===== src/pkg/dpc_map.vh =====
`ifndef DPC_MAP_VH
`define DPC_MAP_VH
// system clock rate and timing
`define DPC_CLK_MHZ          125
`define DPC_CONFIG_LOAD_MS   100
`define DPC_CONFIG_LOAD_CYC  (`DPC_CONFIG_LOAD_MS * 1000 * `DPC_CLK_MHZ)
// serial target address
`define DPC_TARGET_ADDR      7'h3E
// register map of the serial port
`define DPC_REG_COUNT        8
`define DPC_REG_CMD          8'hF0
`define DPC_REG_STATUS       8'hF1
// reset values loaded from non-volatile store
`define DPC_DFLT_REG0        8'h11
`define DPC_DFLT_OTHER       8'h00
// command codes written to the command register
`define DPC_CMD_ON_START     8'h01
`define DPC_CMD_ON_FINAL     8'h05
`define DPC_CMD_OFF          8'h02
`define DPC_CMD_SLEEP        8'h03
`define DPC_CMD_WAKE         8'h04
`endif


===== src/dpc_serial_target.v =====
`default_nettype none
`include "dpc_map.vh"

module dpc_serial_target
(
  // clock and reset
  input  wire       sys_clk,
  input  wire       srst,
  // synchronised bus lines and enable
  input  wire       sclSync,
  input  wire       sdaSync,
  input  wire       portEnable,
  // register access
  input  wire [7:0] rdData,
  output wire [7:0] rdAddr,
  output reg        wrStrobe,
  output reg  [7:0] wrAddr,
  output reg  [7:0] wrData,
  // data line drive
  output reg        sdaOe
);

  localparam [4:0] S_IDLE  = 5'h01;
  localparam [4:0] S_RX    = 5'h02;
  localparam [4:0] S_ACK   = 5'h04;
  localparam [4:0] S_TX    = 5'h08;
  localparam [4:0] S_TXACK = 5'h10;

  reg  [4:0] state;
  reg  [3:0] bitCnt;
  reg  [7:0] shiftReg;
  reg  [1:0] byteIdx;
  reg        readMode;
  reg  [7:0] regPtr;
  reg        sclPrev;
  reg        sdaPrev;
  wire       sclRise = sclSync & ~sclPrev;
  wire       sclFall = ~sclSync & sclPrev;
  wire       startSeen = sclSync & sclPrev & sdaPrev & ~sdaSync;
  wire       stopSeen = sclSync & sclPrev & ~sdaPrev & sdaSync;

  assign rdAddr = regPtr;

  ////////////////////////////////////////////////////////////////////////
  // byte engine, sampled on the system clock
  always @(posedge sys_clk)
  begin
    sclPrev  <= sclSync;
    sdaPrev  <= sdaSync;
    wrStrobe <= 1'b0;
    if (srst)
    begin
      state    <= S_IDLE;
      bitCnt   <= 4'h0;
      shiftReg <= 8'h00;
      byteIdx  <= 2'h0;
      readMode <= 1'b0;
      regPtr   <= 8'h00;
      wrAddr   <= 8'h00;
      wrData   <= 8'h00;
      sdaOe    <= 1'b0;
      sclPrev  <= 1'b1;
      sdaPrev  <= 1'b1;
    end
    else if (!portEnable)
    begin
      // traffic during configuration is dropped without acknowledge
      state <= S_IDLE;
      sdaOe <= 1'b0;
    end
    else if (startSeen)
    begin
      state   <= S_RX;
      bitCnt  <= 4'h0;
      byteIdx <= 2'h0;
      sdaOe   <= 1'b0;
    end
    else if (stopSeen)
    begin
      state <= S_IDLE;
      sdaOe <= 1'b0;
    end
    else
    begin
      case (state)
        S_IDLE:
        begin
          sdaOe <= 1'b0;
        end
        S_RX:
        begin
          if (sclRise)
          begin
            shiftReg <= {shiftReg[6:0], sdaSync};
            bitCnt   <= bitCnt + 4'h1;
          end
          else if (sclFall && bitCnt == 4'h8)
          begin
            bitCnt <= 4'h0;
            if (byteIdx == 2'h0 && shiftReg[7:1] != `DPC_TARGET_ADDR)
              state <= S_IDLE; // not ours, stay silent
            else
            begin
              state <= S_ACK;
              sdaOe <= 1'b1;
              if (byteIdx == 2'h0)
                readMode <= shiftReg[0];
              else if (byteIdx == 2'h1)
                regPtr <= shiftReg;
              else
              begin
                wrStrobe <= 1'b1;
                wrAddr   <= regPtr;
                wrData   <= shiftReg;
                regPtr   <= regPtr + 8'h01; // auto-increment
              end
            end
          end
        end
        S_ACK:
        begin
          if (sclFall)
          begin
            if (byteIdx != 2'h2)
              byteIdx <= byteIdx + 2'h1;
            if (readMode && byteIdx == 2'h0)
            begin
              state    <= S_TX;
              shiftReg <= rdData;
              sdaOe    <= ~rdData[7];
              regPtr   <= regPtr + 8'h01;
            end
            else
            begin
              state <= S_RX;
              sdaOe <= 1'b0;
            end
          end
        end
        S_TX:
        begin
          if (sclFall)
          begin
            if (bitCnt == 4'h7)
            begin
              state <= S_TXACK;
              sdaOe <= 1'b0;
            end
            else
            begin
              shiftReg <= {shiftReg[6:0], 1'b0};
              sdaOe    <= ~shiftReg[6];
              bitCnt   <= bitCnt + 4'h1;
            end
          end
        end
        S_TXACK:
        begin
          // a missing acknowledge ends the read burst
          if (sclRise && sdaSync)
            state <= S_IDLE;
          else if (sclFall)
          begin
            state    <= S_TX;
            bitCnt   <= 4'h0;
            shiftReg <= rdData;
            sdaOe    <= ~rdData[7];
            regPtr   <= regPtr + 8'h01;
          end
        end
        default:
        begin
          state <= S_IDLE;
          sdaOe <= 1'b0;
        end
      endcase
    end
  end

endmodule
`default_nettype wire


===== src/dpc_panel_sequencer.v =====
`default_nettype none
`include "dpc_map.vh"

// What this block does
// - After io, core and serial rails are good, load defaults up to 100 ms, ignore serial port.
// - After loading, serial port accepts writes; turn-on waits for seen video; host waits.
// - After the turn-on command completes, the panel displays images.
// - A value written to a control register acts on the display.
module dpc_panel_sequencer
#(
  parameter integer CONFIG_LOAD_CYC = `DPC_CONFIG_LOAD_CYC,
  parameter integer REG_COUNT       = `DPC_REG_COUNT
)
(
  // clock and reset
  input  wire       sys_clk,
  input  wire       srst,
  // supply good levels from the pins
  input  wire       ioRailGood,
  input  wire       coreRailGood,
  input  wire       serialRailGood,
  input  wire       analogRailGood,
  // video frame sync pin
  input  wire       frameSync,
  // two-wire serial pins
  input  wire       sclPin,
  input  wire       sdaIn,
  output reg        sdaOut,
  output wire       sdaOe,
  // panel state
  output reg        configBusy,
  output reg        serialActive,
  output reg        displayOn,
  output reg        videoSeen,
  output reg  [5:0] panelState,
  // control register contents
  output reg  [7:0] ctrlReg0,
  output reg  [7:0] ctrlReg1
);

  localparam [5:0] P_OFF     = 6'h01;
  localparam [5:0] P_LOAD    = 6'h02;
  localparam [5:0] P_READY   = 6'h04;
  localparam [5:0] P_ARMED   = 6'h08;
  localparam [5:0] P_DISPLAY = 6'h10;
  localparam [5:0] P_SLEEP   = 6'h20;

  reg  [7:0]  cfgMem [0:REG_COUNT-1];
  reg  [23:0] loadTimer;
  reg  [7:0]  loadIdx;
  reg  [5:0]  next_state;
  reg  [5:0]  pinMeta;
  reg  [5:0]  pinSync;
  reg         fsMeta;
  reg         fsSync;
  reg         fsPrev;
  reg  [7:0]  rdData;
  // low-voltage rails only; the analog rail may drop in sleep
  wire        railsUp = pinSync[0] & pinSync[1] & pinSync[2];
  wire        wrStrobe;
  wire [7:0]  wrAddr;
  wire [7:0]  wrData;
  wire [7:0]  rdAddr;
  wire        cmdWrite = wrStrobe && wrAddr == `DPC_REG_CMD;

  // defaults held in non-volatile store
  function [7:0] defaultValue;
    input [7:0] idx;
    begin
      defaultValue = (idx == 8'h00) ? `DPC_DFLT_REG0 : `DPC_DFLT_OTHER;
    end
  endfunction

  ////////////////////////////////////////////////////////////////////////
  // two-stage synchronisers for the rail and serial pins
  always @(posedge sys_clk)
  begin
    if (srst)
    begin
      pinMeta <= 6'h30; // serial lines idle high: no false edge after reset
      pinSync <= 6'h30;
      fsPrev  <= 1'b0;
    end
    else
    begin
      // each rail synchronised alone; gating two pins ahead of the flop could glitch
      pinMeta <= {sdaIn, sclPin, analogRailGood, serialRailGood, ioRailGood, coreRailGood};
      pinSync <= pinMeta;
      fsPrev  <= fsSync;
    end
  end

  // frame sync gets its own pair; it is not a rail
  always @(posedge sys_clk)
  begin
    if (srst)
    begin
      fsMeta <= 1'b0;
      fsSync <= 1'b0;
    end
    else
    begin
      fsMeta <= frameSync;
      fsSync <= fsMeta;
    end
  end

  ////////////////////////////////////////////////////////////////////////
  // serial target, shut off while configuration loads
  dpc_serial_target u_target
  (
    .sys_clk    (sys_clk),
    .srst       (srst),
    .sclSync    (pinSync[4]),
    .sdaSync    (pinSync[5]),
    .portEnable (serialActive),
    .rdData     (rdData),
    .rdAddr     (rdAddr),
    .wrStrobe   (wrStrobe),
    .wrAddr     (wrAddr),
    .wrData     (wrData),
    .sdaOe      (sdaOe)
  );

  // read mux: config bytes, then status
  always @*
  begin
    if (rdAddr < REG_COUNT)
      rdData = cfgMem[rdAddr[2:0]];
    else if (rdAddr == `DPC_REG_STATUS)
      rdData = {2'b00, panelState};
    else
      rdData = 8'h00;
  end

  ////////////////////////////////////////////////////////////////////////
  // power and command state machine
  always @*
  begin
    next_state = panelState;
    case (panelState)
      P_OFF:
        if (railsUp)
          next_state = P_LOAD;
      P_LOAD:
        if (loadTimer == CONFIG_LOAD_CYC[23:0] - 24'h000001)
          next_state = P_READY;
      P_READY:
        // turn-on waits for seen video; refused otherwise
        if (cmdWrite && wrData == `DPC_CMD_ON_START && videoSeen)
          next_state = P_ARMED;
      P_ARMED:
        if (cmdWrite && wrData == `DPC_CMD_ON_FINAL && pinSync[3])
          next_state = P_DISPLAY;
        else if (cmdWrite && wrData == `DPC_CMD_OFF)
          next_state = P_READY;
      P_DISPLAY:
        if (cmdWrite && wrData == `DPC_CMD_OFF)
          next_state = P_READY;
        else if (cmdWrite && wrData == `DPC_CMD_SLEEP)
          next_state = P_SLEEP;
      P_SLEEP:
        if (cmdWrite && wrData == `DPC_CMD_WAKE)
          next_state = P_ARMED;
        else if (cmdWrite && wrData == `DPC_CMD_OFF)
          next_state = P_READY;
      default:
        next_state = P_OFF;
    endcase
    // losing any low-voltage rail drops straight to off
    if (!railsUp)
      next_state = P_OFF;
  end

  ////////////////////////////////////////////////////////////////////////
  // state, load timer and status flags
  always @(posedge sys_clk)
  begin
    sdaOut <= 1'b0; // open drain: only ever pulls low
    if (srst)
    begin
      panelState   <= P_OFF;
      loadTimer    <= 24'h000000;
      loadIdx      <= 8'h00;
      configBusy   <= 1'b0;
      serialActive <= 1'b0;
      displayOn    <= 1'b0;
      videoSeen    <= 1'b0;
    end
    else
    begin
      panelState   <= next_state;
      configBusy   <= next_state == P_LOAD;
      serialActive <= next_state != P_OFF && next_state != P_LOAD;
      displayOn    <= next_state == P_DISPLAY;
      if (panelState == P_LOAD)
        loadTimer <= loadTimer + 24'h000001;
      else
        loadTimer <= 24'h000000;
      if (panelState == P_LOAD && loadIdx < REG_COUNT)
        loadIdx <= loadIdx + 8'h01;
      else if (panelState == P_OFF)
        loadIdx <= 8'h00;
      // any rising frame-sync edge with rails up counts as video present
      if (!railsUp)
        videoSeen <= 1'b0;
      else if (fsSync && !fsPrev)
        videoSeen <= 1'b1;
    end
  end

  ////////////////////////////////////////////////////////////////////////
  // working memory: default copy during load, then host writes
  always @(posedge sys_clk)
  begin
    if (srst)
    begin
      ctrlReg0 <= `DPC_DFLT_REG0;
      ctrlReg1 <= `DPC_DFLT_OTHER;
    end
    else if (panelState == P_LOAD && loadIdx < REG_COUNT)
    begin
      cfgMem[loadIdx[2:0]] <= defaultValue(loadIdx);
      if (loadIdx == 8'h00)
        ctrlReg0 <= defaultValue(loadIdx);
      if (loadIdx == 8'h01)
        ctrlReg1 <= defaultValue(loadIdx);
    end
    else if (wrStrobe && wrAddr < REG_COUNT)
    begin
      // values written to registers 0 and 1 drive the display path at once
      cfgMem[wrAddr[2:0]] <= wrData;
      if (wrAddr == 8'h00)
        ctrlReg0 <= wrData;
      if (wrAddr == 8'h01)
        ctrlReg1 <= wrData;
    end
  end

endmodule
`default_nettype wire


===== config.mk =====
export PLATFORM = sky130hd
export DESIGN_NAME = dpc_panel_sequencer
export DESIGN_NICKNAME = d
export VERILOG_FILES = /design/src/dpc_serial_target.v /design/src/dpc_panel_sequencer.v
export VERILOG_INCLUDE_DIRS = /design/src /design/src/pkg
export SDC_FILE = /design/constraint.sdc
export NUM_CORES = 1
export LEC_CHECK = 0
export BUFFER_PORTS_ARGS = -buffer_cell sky130_fd_sc_hd__buf_4
export CAP_MARGIN = 20
export CORE_MARGIN = 4
export CORE_UTILIZATION = 25
export CTS_CLUSTER_SIZE = 25
export DETAILED_ROUTE_END_ITERATION = 6
export PLACE_DENSITY = 0.5
export SETUP_SLACK_MARGIN = 0.02
export SLEW_MARGIN = 10
export SYNTH_ARGS = -nofsm -noshare
export SYNTH_HDL_FRONTEND = slang
export SYNTH_SLANG_ARGS = --single-unit

===== constraint.sdc =====
create_clock -name sys_clk -period 3.4 [get_ports sys_clk]
set_input_delay 0.68 -clock sys_clk [delete_from_list [all_inputs] [get_ports sys_clk]]
set_output_delay 0.68 -clock sys_clk [all_outputs]
set_load 0.005 [all_outputs]

; ---- Word level (Yosys, flattened, before mapping)
; Memories as Yosys holds them, arrays and structs flattened. A register that Yosys moved wholly into a read port is not among the register bits.
; Cells that the tools add are included.
[op_classes]
add_sub_neg = 5
order_cmp = 3
n_eq_ne = 58
mux = 89
bitwise = 27
n_reduce_logical = 47
[ops]
columns = cell, count
row1 = two-way mux 8 bit, 28
row2 = two-way mux 6 bit, 9
row3 = two-way mux 5 bit, 8
row4 = two-way mux 4 bit, 9
row5 = case mux 6 bit (6 select lines), 1
row6 = case mux 8 bit (4 select lines), 1
row7 = case mux 5 bit (5 select lines), 1
row8 = adder 24 x 1 -> 24 bit (second input constant), 1
row9 = equality test 24 bit (second input constant), 1
row10 = equality test 8 x 1 -> 1 bit (second input constant), 3
row11 = less-than comparator 8 x 4 -> 1 bit (second input constant), 3
row12 = case mux 8 bit (3 select lines), 1
row13 = AND reduction 7 bit, 3
row14 = inequality test 2 x 1 -> 1 bit (second input constant), 10
row15 = inequality test 4 x 1 -> 1 bit (second input constant), 5
row16 = two-way mux 1 bit, 18
row17 = inverter 1 bit, 18
row18 = adder 8 x 1 -> 8 bit (second input constant), 2
row19 = equality test 8 x 2 -> 1 bit (second input constant), 2
row20 = equality test 8 x 3 -> 1 bit (second input constant), 2
row21 = equality test 8 bit (second input constant), 2
row22 = logical AND 1 bit, 16
row23 = zero test 8 bit, 2
row24 = AND reduction 8 bit, 2
row25 = 43 further kinds, 81
[totals]
regBits = 121
ram_bits = 64
input_bits = 9
out_inout_bits = 28
elab_cells = 257
memories = 1
[mem_list]
columns = memory, depth, width, read_ports, rd_clocked_by_memory_dff, write_ports, line_no
row1 = cfgMem, 8, 8, 1, 1, 1, dpc_panel_sequencer.v:48  ; reg [7:0] cfgMem [0:REG_COUNT-1];

; ---- Depth between registers and ports, before layout
; Gate-level depths: netlist of run 1.
[logic_depth]
word_depth = 9
ltp_mapped = 8
ltp_nobuf = 7

; ---- Hierarchy
; Synthesis of run 1 repeated with hierarchy kept, for this count alone.
[unflattened]
cells_unflattened = 822
hier_area_um2 = 8617.0
[by_module_without_submodules]
columns = module, instances, cells_per_inst, area_each_um2, seq_area_each_um2
row1 = dpc_panel_sequencer, 1, 502, 5854.4, 3383.2
row2 = dpc_serial_target, 1, 320, 2762.6, 960.9

; ---- Least setup slack after synthesis of run 1
; OpenSTA, ideal clock, no wires.
[synth_timing]
kind = register to register
start = register panelState[3]
end = memory cfgMem[2][0], enable pin
setup_time_ns = 0.370
t_arrival_ns = 2.199
required_time_ns = 3.030
path_slack_ns = 0.831
path_stages_with_launch = 9
path_buffers = 3
synth_period_minus_slack_ns = 2.569
cell_sequence = dfxtp_1 -> buf_6 -> or4_4 -> nor3b_4 -> buf_6 -> a211oi_2 -> buf_2 -> mux2i_1 -> nor2_1
[synth_via]
elab_chain_cells = 7
word_cells_on_any_way = 11
classes_between = 1 x eq/ne / 8 x mux / 2 x reduce/logical
[synth_rtl]
columns = item, line_no
row1 = from (decl), dpc_panel_sequencer.v:35  ; output reg [5:0] panelState,
row2 = from (signal assigned), dpc_panel_sequencer.v:192  ; panelState <= next_state;
row3 = equality test 6 x 2 -> 1 bit (*), dpc_panel_sequencer.v:221  ; else if (panelState == P_LOAD && loadIdx < REG_COUNT)
row4 = logical AND 1 bit (*), dpc_panel_sequencer.v:221
row5 = two-way mux 1 bit, dpc_panel_sequencer.v:221
row6 = two-way mux 1 bit, dpc_panel_sequencer.v:216  ; if (srst)
row7 = two-way mux 1 bit (implied by the code), dpc_panel_sequencer.v:232  ; cfgMem[wrAddr[2:0]] <= wrData;
row8 = OR reduction 8 bit (no line), n/a
row9 = two-way mux 3 bit (no line) or two-way mux 1 bit (tied branches), n/a
row10 = to (decl), dpc_panel_sequencer.v:48
; Mark *: on every way between the ends. The rest lies on a longest branch, timed or not.

; ---- Worst setup path in the final report of run 1
[layout_timing]
start = register panelState[3]
end = memory cfgMem[5][4], enable pin
; The elaborated chain is that of the path after synthesis.

==> impl_metrics.toml, run 1 <==
[grt]
antenna_found_initial = 1
grt_pass1_vias = 6498
grt_overflow = 0
grtUsageMet1 = 0.176
grt.busiest_layer = "met2"
gr-usage-met3 = 0.0273
grt_usage = 0.123
grt_pass1_wl_um = 37600
use_met2 = 0.187
grt_max_degree = 58

[clock_network]
clock_sinks = 188
clockBufferDepth = 2
cts_setup_buffers = 0
ctsHoldBuffers = 0
clkTransAtPathRegs_ps = 70
cts_buffers = 17
cts_resized = 0
cts_tree = "yes"
clk_latency_ps = 430
cts_max_level = 4
clockRootBuffer = "clkbuf_16"

[timing]
max_freq_mhz = 369
finalSetupTns_ps = 0
min_period_ps = 2710
drv_slew = 0
hold_viol = 0
skew_ps = 11.8
rsz0062_at_grt = "no"
finalCritPeriodShare = 0.798
setup_viol = 0
relSlewSlack = 0.253
tightest_slew_ps = 1110

[final_layout]
final_cells = 1338
syn2layout_area_growth_pct = 15.0
nNetsFinal = 890
drive_gt1_frac = 0.159
n_antenna_cell = 0

[synthesis]
yosys_warnings = 0
yosys-mux-area-fraction = 0.0670
synthesis.area_um2 = 8810
synthArstFlopShare = 0
ys_seq_area_frac = 0.500
synth-compound-area-share = 0.135
synthXorXnorAreaFrac = 0.0237
synthCells = 849
yosys_register_bits = 188
synth_top_family_by_area = "simple AND/OR/NAND/NOR gates"
syn_nets = 869
yosysUniqueCellTypes = 90
synth-simple-area-share = 0.223
avgSynthCellArea_um2 = 10.4
synthAdderAreaFrac = 0.0156
synth_ff_type = "dfxtp_1"
synth_edf_count = 64

[power_and_ir_drop]
p_total_mw = 4.37
peakVddDrop_mv = 0.248
p_per_area_nw_per_um2 = 431
p_leak_nw = 3.18

[placed_design]
dp_hpwl_um = 16600
dp.cells = 1306
place.gp.congestion = 0.842
port_buffers = 35

[drt]
drt-vias-per-instance = 4.98
vias = 6664
wirelength_um = 23700
drtIter0Drc = 645
wl_per_cell_um = 17.7
first_pass_iters = 7
route.detailed.drc = 0
ant_nets = 0

[setup_path]
cpLargestDelayFamily = "simple AND/OR/NAND/NOR gates"
cp_max_fo = 10
arrival_ps = 2910
path_cells = "or4_4, nor3b_4, a211oi_1, o21ai_0, nor2_1, buf_4"
worstSetupEndpointType = "flip-flop"
worstPathRequired_ps = 3590
startpoint_type = "flip-flop"
critPathBufInv = 1
cp_slowest_cell = "or4_4"
crit_type = "reg2reg"
critPathMaxStageDelay_ps = 580

[die]
start_util = 0.254
die_y_um = 196
core-area_um2 = 34600
io_pins = 37
die_w_um = 196
die_area_um2 = 38300
rows = 68

[hold_path]
min_path_type = "reg2reg"

[outcome]
status = "complete, no violations"

[flow_run]
maxCapViolations = 0
## synthesized netlist by cell type (5+ instances only)
master      n  area (um^2)
a211oi_1   14          105
a21oi_1    60          300
a31oi_1     6         37.5
a32o_1      9         90.1
and2_1     17          106
and3_1     13         81.3
and4_1      7         61.3
buf_2      13         65.1
clkbuf_1   29          109
dfxtp_1   124         2480
edfxtp_1   64         1920
ha_1       11          138
inv_1      18         67.6
mux2i_1    17          170
mux4_2     16          360
nand2_1    68          255
nand3_1    43          215
nand4_1    10         62.6
nor2_1     65          244
nor2b_1    22          138
nor3_1     27          135
nor3b_1     5         37.5
nor4_1     12         75.1
nor4b_1     5         43.8
o211ai_1   10         75.1
o21ai_0    18         90.1
or2_2       9         56.3
or3_1       9         56.3
xnor2_1    10         87.6
xor2_1     12          105
## state kept, by name, indices dropped and copies added, names as in the netlist, 8 cells and up, named ones only
signal,cells
cfgMem,64
ctrlReg0,8
ctrlReg1,8
loadIdx,8
loadTimer,24
u_target.wrData,8
u_target.wrAddr,8
u_target.rdAddr,8
u_target.shiftReg,8
## path summary, 6_finish.rpt
kind	end	cells past startpoint	slack, ps	start
max	cfgMem[5][4]$_DFFE_PP_	6	690	panelState[3]$_SDFF_PP0_
min	pinSync[4]$_SDFF_PP1_	1	410	pinMeta[4]$_SDFF_PP1_
max reg2reg	cfgMem[5][4]$_DFFE_PP_	6	690	panelState[3]$_SDFF_PP0_
min reg2reg	pinSync[4]$_SDFF_PP1_	1	410	pinMeta[4]$_SDFF_PP1_
## cells in the final DEF, fill, tap and decap left out, drive strengths merged, types with 4 or more instances in the layout
master,n
clkinv,4
clkbuf,22
and3,13
xor2,12
xnor2,11
a21oi,60
nor3,27
o211ai,10
inv,22
nand4,11
a211oi,16
nor4b,6
or4b,4
mux4,16
nor3b,7
nand2,70
mux2,5
nand3b,5
mux2i,17
a31oi,6
o21ai,21
ha,11
and2,17
buf,52
a311oi,4
or4,4
nor4,16
dfxtp,124
or2,10
and4,7
edfxtp,64
nand3,43
nor2,65
or3,9
nor2b,22
a32o,9
## where the power goes
| part | leakage (nW) | switching [mW] | internal [mW] |
|---|---|---|---|
| Clock | 0.285 | 0.893 | 1.11 |
| Combinational | 1.38 | 0.0324 | 0.0170 |
| Sequential | 1.51 | 0.00523 | 2.31 |
## final cells by class
type	instances	area (um^2)
clock inverter	10	105
inverter	19	71.3
timing repair buffer	52	390
tap	455	569
clock buffer	22	485
sequential	188	4400
fill	3544	24500
multi-input combinational	592	4100
## logic make-up (layout without fill, tap and decap cells)
logic type,count (synthesis),count (layout)
flops,188,188
xor+xnor,23,23
other cells,1,1
mux,38,38
compound gates,170,170
buf+inv,69,103
simple gates,349,349
fa+ha+maj,11,11
## metrics by stage
step / utilization / setup slack, ps / hold WS, ps / cell area, um^2
2_1_floorplan: - / 831 / 389 / 8810
3_3_place_gp: 0.275 / 722 / 404 / 9540
3_5_place_dp: 0.275 / 734 / 403 / 9540
4_1_cts: 0.292 / 696 / 409 / 10100
5_1_grt: 0.292 / 505 / 419 / 10100
6_report: 0.292 / 688 / 412 / 10100
## layer usage
layer | up-vias | wire length [um] | share of wire
met5 | - | 0 | 0
met4 | 0 | 522 | 0.022
met3 | 32 | 1190 | 0.050
met2 | 166 | 10700 | 0.45
met1 | 3260 | 11300 | 0.48
li1 | 3206 | - | -
Note: power is estimated with default switching activity, not from simulation.
==> run 2: changes to the inputs <==
==> constraint.sdc (replaced) <==
create_clock -name sys_clk -period 2.8 [get_ports sys_clk]
set_input_delay 0.56 -clock sys_clk [delete_from_list [all_inputs] [get_ports sys_clk]]
set_output_delay 0.56 -clock sys_clk [all_outputs]
set_load 0.005 [all_outputs]
==> run 2 against run 1 <==
Register-to-register slack worse by 500 ps; hold slack worse by 110 ps; total power increased by 24%; wire length grew 0.81%; final cell count is 1.3% higher; critical path depth unchanged; flip-flop and latch count did not move.
==> impl_metrics.toml, run 2 (same netlist as run 1, synthesis figures left out) <==
[drt]
wirelength_um = 23900
drtIter0Drc = 400
first_pass_iters = 5
drt-vias-per-instance = 4.97
route.detailed.drc = 0
wl_per_cell_um = 17.6
ant_nets = 0
vias = 6730

[outcome]
status = "complete, no violations"

[final_layout]
fill_cells = 3555
syn2layout_area_growth_pct = 17.0
nNetsFinal = 907
multi_input_area_um2 = 4110
final_cell_mix = "dfxtp_1, nand2_1, buf_4"
final_common_cell = "dfxtp_1"
n_antenna_cell = 0
largest_register_ffs = 64
regArea_um2 = 4400
final_cells = 1355
drive_gt1_frac = 0.181

[setup_path]
cp_slowest_cell = "or4b_4"
r2r_setup_slack_ps = 190
crit_type = "reg2reg"
startpoint_type = "flip-flop"
path_cells = "or4b_4, or2_1, a211oi_2, buf_4, mux2i_1, nor2_1"
rr_worst_depth = 6
worstPathRequired_ps = 2860
r2r_end = "cfgMem[5][6]$_DFFE_PP_"
cpLargestDelayFamily = "simple AND/OR/NAND/NOR gates"
worstSetupEndpointType = "flip-flop"
r2r_start = "u_target.wrAddr[5]$_SDFFE_PP0P_"
critPathBufInv = 1
critPathMaxStageDelay_ps = 550
arrival_ps = 2670
cp_max_fo = 12

[clock_network]
clk_latency_ps = 440
cts_tree = "yes"
clkTransAtPathRegs_ps = 70
cts_buffers = 17
cts_setup_buffers = 0
cts_max_level = 4
clockRootBuffer = "clkbuf_16"
clockBufferDepth = 2
clock_sinks = 188

[grt]
grt_max_degree = 59
antenna_found_initial = 0
grt_pass1_wl_um = 37700
grt_usage = 0.124
grt_pass1_vias = 6431
grt_overflow = 0

[die]
die_w_um = 196
die_area_um2 = 38300
start_util = 0.254
rows = 68
io_pins = 37
core-area_um2 = 34600
die_y_um = 196

[placed_design]
port_buffers = 35
dp_hpwl_um = 16700
place.gp.congestion = 0.828
dp.cells = 1323

[hold_path]
hold_depth = 2
min_path_type = "in2reg"
hold_end = "pinMeta[4]$_SDFF_PP1_"
hold_start = "sclPin"

[timing]
skew_ps = 10.7
drv_slew = 0
tightest_slew_ps = 783
min_period_ps = 2610
relSlewSlack = 0.474
hold_viol = 0
fin_hold_ws_ps = 306
rsz0062_at_grt = "yes"
max_freq_mhz = 384
setup_viol = 0
finalCritPeriodShare = 0.931

[power_and_ir_drop]
peakVddDrop_mv = 0.324
p_leak_nw = 3.28
p_per_area_nw_per_um2 = 528

[flow_run]
maxCapViolations = 0
==> run 2: cell type report <==
type                    count  share of cell area
clock inverters            14              0.0179
flip-flops and latches    188               0.427
inverters                  19             0.00692
clock buffers              18              0.0417
well taps                 455              0.0553
multi-input cells         592               0.399
repair buffers             69              0.0515
==> run 2: metal layers <==
metal  vias to the layer above  GRT usage  share of wire
li1                       3247          -              -
met1                      3307      0.176           0.48
met2                       153      0.193           0.46
met3                        23     0.0268          0.047
met4                         0     0.0344          0.014
met5                         -          0              0
==> run 2: worst reg2reg max path, cell delays in order (launching register included) <==
cell      delay (ps)
dfxtp_1          330
or4b_4           550
or2_1            310
a211oi_2         170
buf_4            220
mux2i_1          120
nor2_1           540
==> run 2: metrics by stage <==
| stage | total power, mW | cell area, um^2 | TNS [ps] | util | setup WS [ps] |
|---|---|---|---|---|---|
| global route | 5.63 | 10300 | -114 | 0.298 | -15.8 |
| global placement | 2.94 | 9680 | 0 | 0.279 | 172 |
| finish | 5.44 | 10300 | 0 | 0.298 | 193 |
| detailed placement | 2.94 | 9680 | 0 | 0.279 | 160 |
| floorplan | 2.91 | 8810 | 0 | - | 231 |
| CTS | 5.49 | 10300 | 0 | 0.297 | 124 |
==> run 2: what timing repair did <==
| action | 4_1_cts | 5_1_grt |
|---|---|---|
| endpoints found under the setup margin | 0 | 37 |
| gates resized for setup | 0 | 5 |
| hold buffers | 0 | 0 |
==> run 2: worst max-delay path by stage <==
stage	depth (start not counted)	startpoint	endpoint	slack [ps]
detailed placement	6	u_target.wrAddr[5]$_SDFFE_PP0P_	cfgMem[2][1]$_DFFE_PP_	160
global route	6	u_target.wrAddr[5]$_SDFFE_PP0P_	cfgMem[5][2]$_DFFE_PP_	-20
CTS	6	u_target.wrAddr[5]$_SDFFE_PP0P_	cfgMem[2][1]$_DFFE_PP_	120
finish	6	u_target.wrAddr[5]$_SDFFE_PP0P_	cfgMem[5][6]$_DFFE_PP_	190
floorplan	8	panelState[3]$_SDFF_PP0_	cfgMem[2][0]$_DFFE_PP_	230
global placement	6	u_target.wrAddr[5]$_SDFFE_PP0P_	cfgMem[2][7]$_DFFE_PP_	170
==> run 2: report_power, final <==
part           total (mW)  internal, mW  switching (mW)  leakage (nW)
logic              0.0612        0.0218          0.0394          1.47
registers            2.81          2.81         0.00564          1.51
clock network        2.56          1.43            1.13         0.297
total                5.44          4.26            1.18          3.28
==> run 3: changes to the inputs <==
--- a/config.mk
+++ b/config.mk
@@ -10,6 +10,7 @@
 export CAP_MARGIN = 20
 export CORE_MARGIN = 4
 export CORE_UTILIZATION = 25
+export CTS_CLUSTER_DIAMETER = 60
 export CTS_CLUSTER_SIZE = 25
 export DETAILED_ROUTE_END_ITERATION = 6
 export PLACE_DENSITY = 0.5
==> constraint.sdc (replaced) <==
create_clock -name sys_clk -period 3.3 [get_ports sys_clk]
set_input_delay 0.66 -clock sys_clk [delete_from_list [all_inputs] [get_ports sys_clk]]
set_output_delay 0.66 -clock sys_clk [all_outputs]
set_load 0.005 [all_outputs]
==> run 3 against run 2 <==
Clock power is 16% lower; core utilization is 0.29 points lower; via count is 0.88% lower; final cell count is 0.81% lower.
==> impl_metrics.toml, run 3 (same netlist as run 1, synthesis figures left out) <==
[power_and_ir_drop]
p_total_mw = 4.58
p_per_area_nw_per_um2 = 449
peakVddDrop_mv = 0.230
p_leak_nw = 3.23

[setup_path]
cp_slowest_cell = "or4_4"
crit_type = "reg2reg"
worstSetupEndpointType = "flip-flop"
path_common_cell = "buf_4"
worstPathRequired_ps = 3450
rr_worst_depth = 7
r2r_start = "panelState[2]$_SDFF_PP0_"
path_cells = "or4_4, nor3b_4, a211oi_2, buf_4, mux2_2, nor2_1, buf_4"
critPathMaxStageDelay_ps = 560
r2r_end = "cfgMem[6][4]$_DFFE_PP_"
cp_max_fo = 13
cp-startpoint = "panelState[2]$_SDFF_PP0_"
arrival_ps = 2680
startpoint_type = "flip-flop"
crit_path_end = "cfgMem[6][4]$_DFFE_PP_"
r2r_setup_slack_ps = 770

[placed_design]
port_buffers = 35
dp_hpwl_um = 16400
place.gp.congestion = 0.806
dpl_cell_area_um2 = 9580

[final_layout]
final_common_cell = "dfxtp_1"
final_cell_mix = "dfxtp_1, nand2_1, nor2_1"
n_antenna_cell = 0
drive_gt1_frac = 0.166
largest_register_ffs = 64
finalInstanceArea_um2 = 10200
syn2layout_area_growth_pct = 15.8
nNetsFinal = 896

[die]
io_pins = 37
die_area_um2 = 38300
start_util = 0.254
die_w_um = 196
rows = 68
die_y_um = 196
core-area_um2 = 34600

[timing]
drv_slew = 0
finalCritPeriodShare = 0.765
setup_viol = 0
relSlewSlack = 0.400
skew_ps = 14.8
min_period_ps = 2530
max_freq_mhz = 396
tightest_slew_ps = 893
rsz0062_at_grt = "no"
finalSetupTns_ps = 0
hold_viol = 0

[clock_network]
clk_latency_ps = 440
clockRootBuffer = "clkbuf_16"
cts_buffers = 17
clockBufferDepth = 2
cts_setup_buffers = 0
cts_tree = "yes"
clock_sinks = 188
cts_resized = 0
cts_max_level = 4
ctsHoldBuffers = 0
clkTransAtPathRegs_ps = 80

[grt]
grt_pass1_wl_um = 37500
grt_overflow = 0
grt_usage = 0.123
grt_pass1_vias = 6394
grt_max_degree = 42
antenna_found_initial = 1

[drt]
vias = 6671
ant_nets = 0
wl_per_cell_um = 17.5
drtIter0Drc = 385
drt-vias-per-instance = 4.96
wirelength_um = 23600
route.detailed.drc = 0
first_pass_iters = 5

[flow_run]
maxCapViolations = 0

[hold_path]
min_path_type = "in2reg"

[outcome]
status = "complete, no violations"
==> run 3: critical path, delay by kind of cell (launching register included) <==
family	cells	cell delay [ps]
DFF	1	450
and+or+nand+nor	3	1020
buffers and inverters	2	390
AOI/OAI and AO/OA	1	110
muxes	1	290
==> run 3: worst min-delay path by stage <==
stage / from / end / slack, ps / cells past startpoint
final: sdaIn / pinMeta[5]$_SDFF_PP1_ / 410 / 2
after global routing: sclPin / pinMeta[4]$_SDFF_PP1_ / 400 / 2
after CTS: sdaIn / pinMeta[5]$_SDFF_PP1_ / 390 / 2
after detailed placement: pinMeta[5]$_SDFF_PP1_ / pinSync[5]$_SDFF_PP1_ / 400 / 1
after global placement: pinMeta[4]$_SDFF_PP1_ / pinSync[4]$_SDFF_PP1_ / 400 / 1
after floorplan: pinMeta[4]$_SDFF_PP1_ / pinSync[4]$_SDFF_PP1_ / 390 / 1
==> run 3: routing by layer <==
layer,GRT usage,share of wire
met1,0.177,0.49
met5,0,0.00030
met4,0.0334,0.016
met2,0.187,0.45
met3,0.0266,0.044
==> run 3: final cells by class <==
cell class,count,area [um^2]
flip-flops and latches,188,4400
inverters,19,71.3
fillers,3581,24400
clock inverters,14,171
multi-input cells,592,4100
repair buffers,58,435
clock buffers,18,450
well taps,455,569
==> run 3: stage by stage <==
stage / hold slack, ps / setup WS [ps] / util / std cells
final: 406 / 775 / 0.295 / 1344
after global routing: 403 / 630 / 0.295 / 1344
after CTS: 386 / 766 / 0.295 / 1344
after detailed placement: 404 / 785 / 0.277 / 1312
after global placement: 403 / 824 / 0.277 / 1312
after floorplan: 389 / 731 / - / 849
==> run 3: where the power goes <==
part | switching (mW) | internal (mW) | leakage, nW
clock network | 1.06 | 1.08 | 0.301
registers | 0.00505 | 2.38 | 1.51
logic | 0.0336 | 0.0175 | 1.41
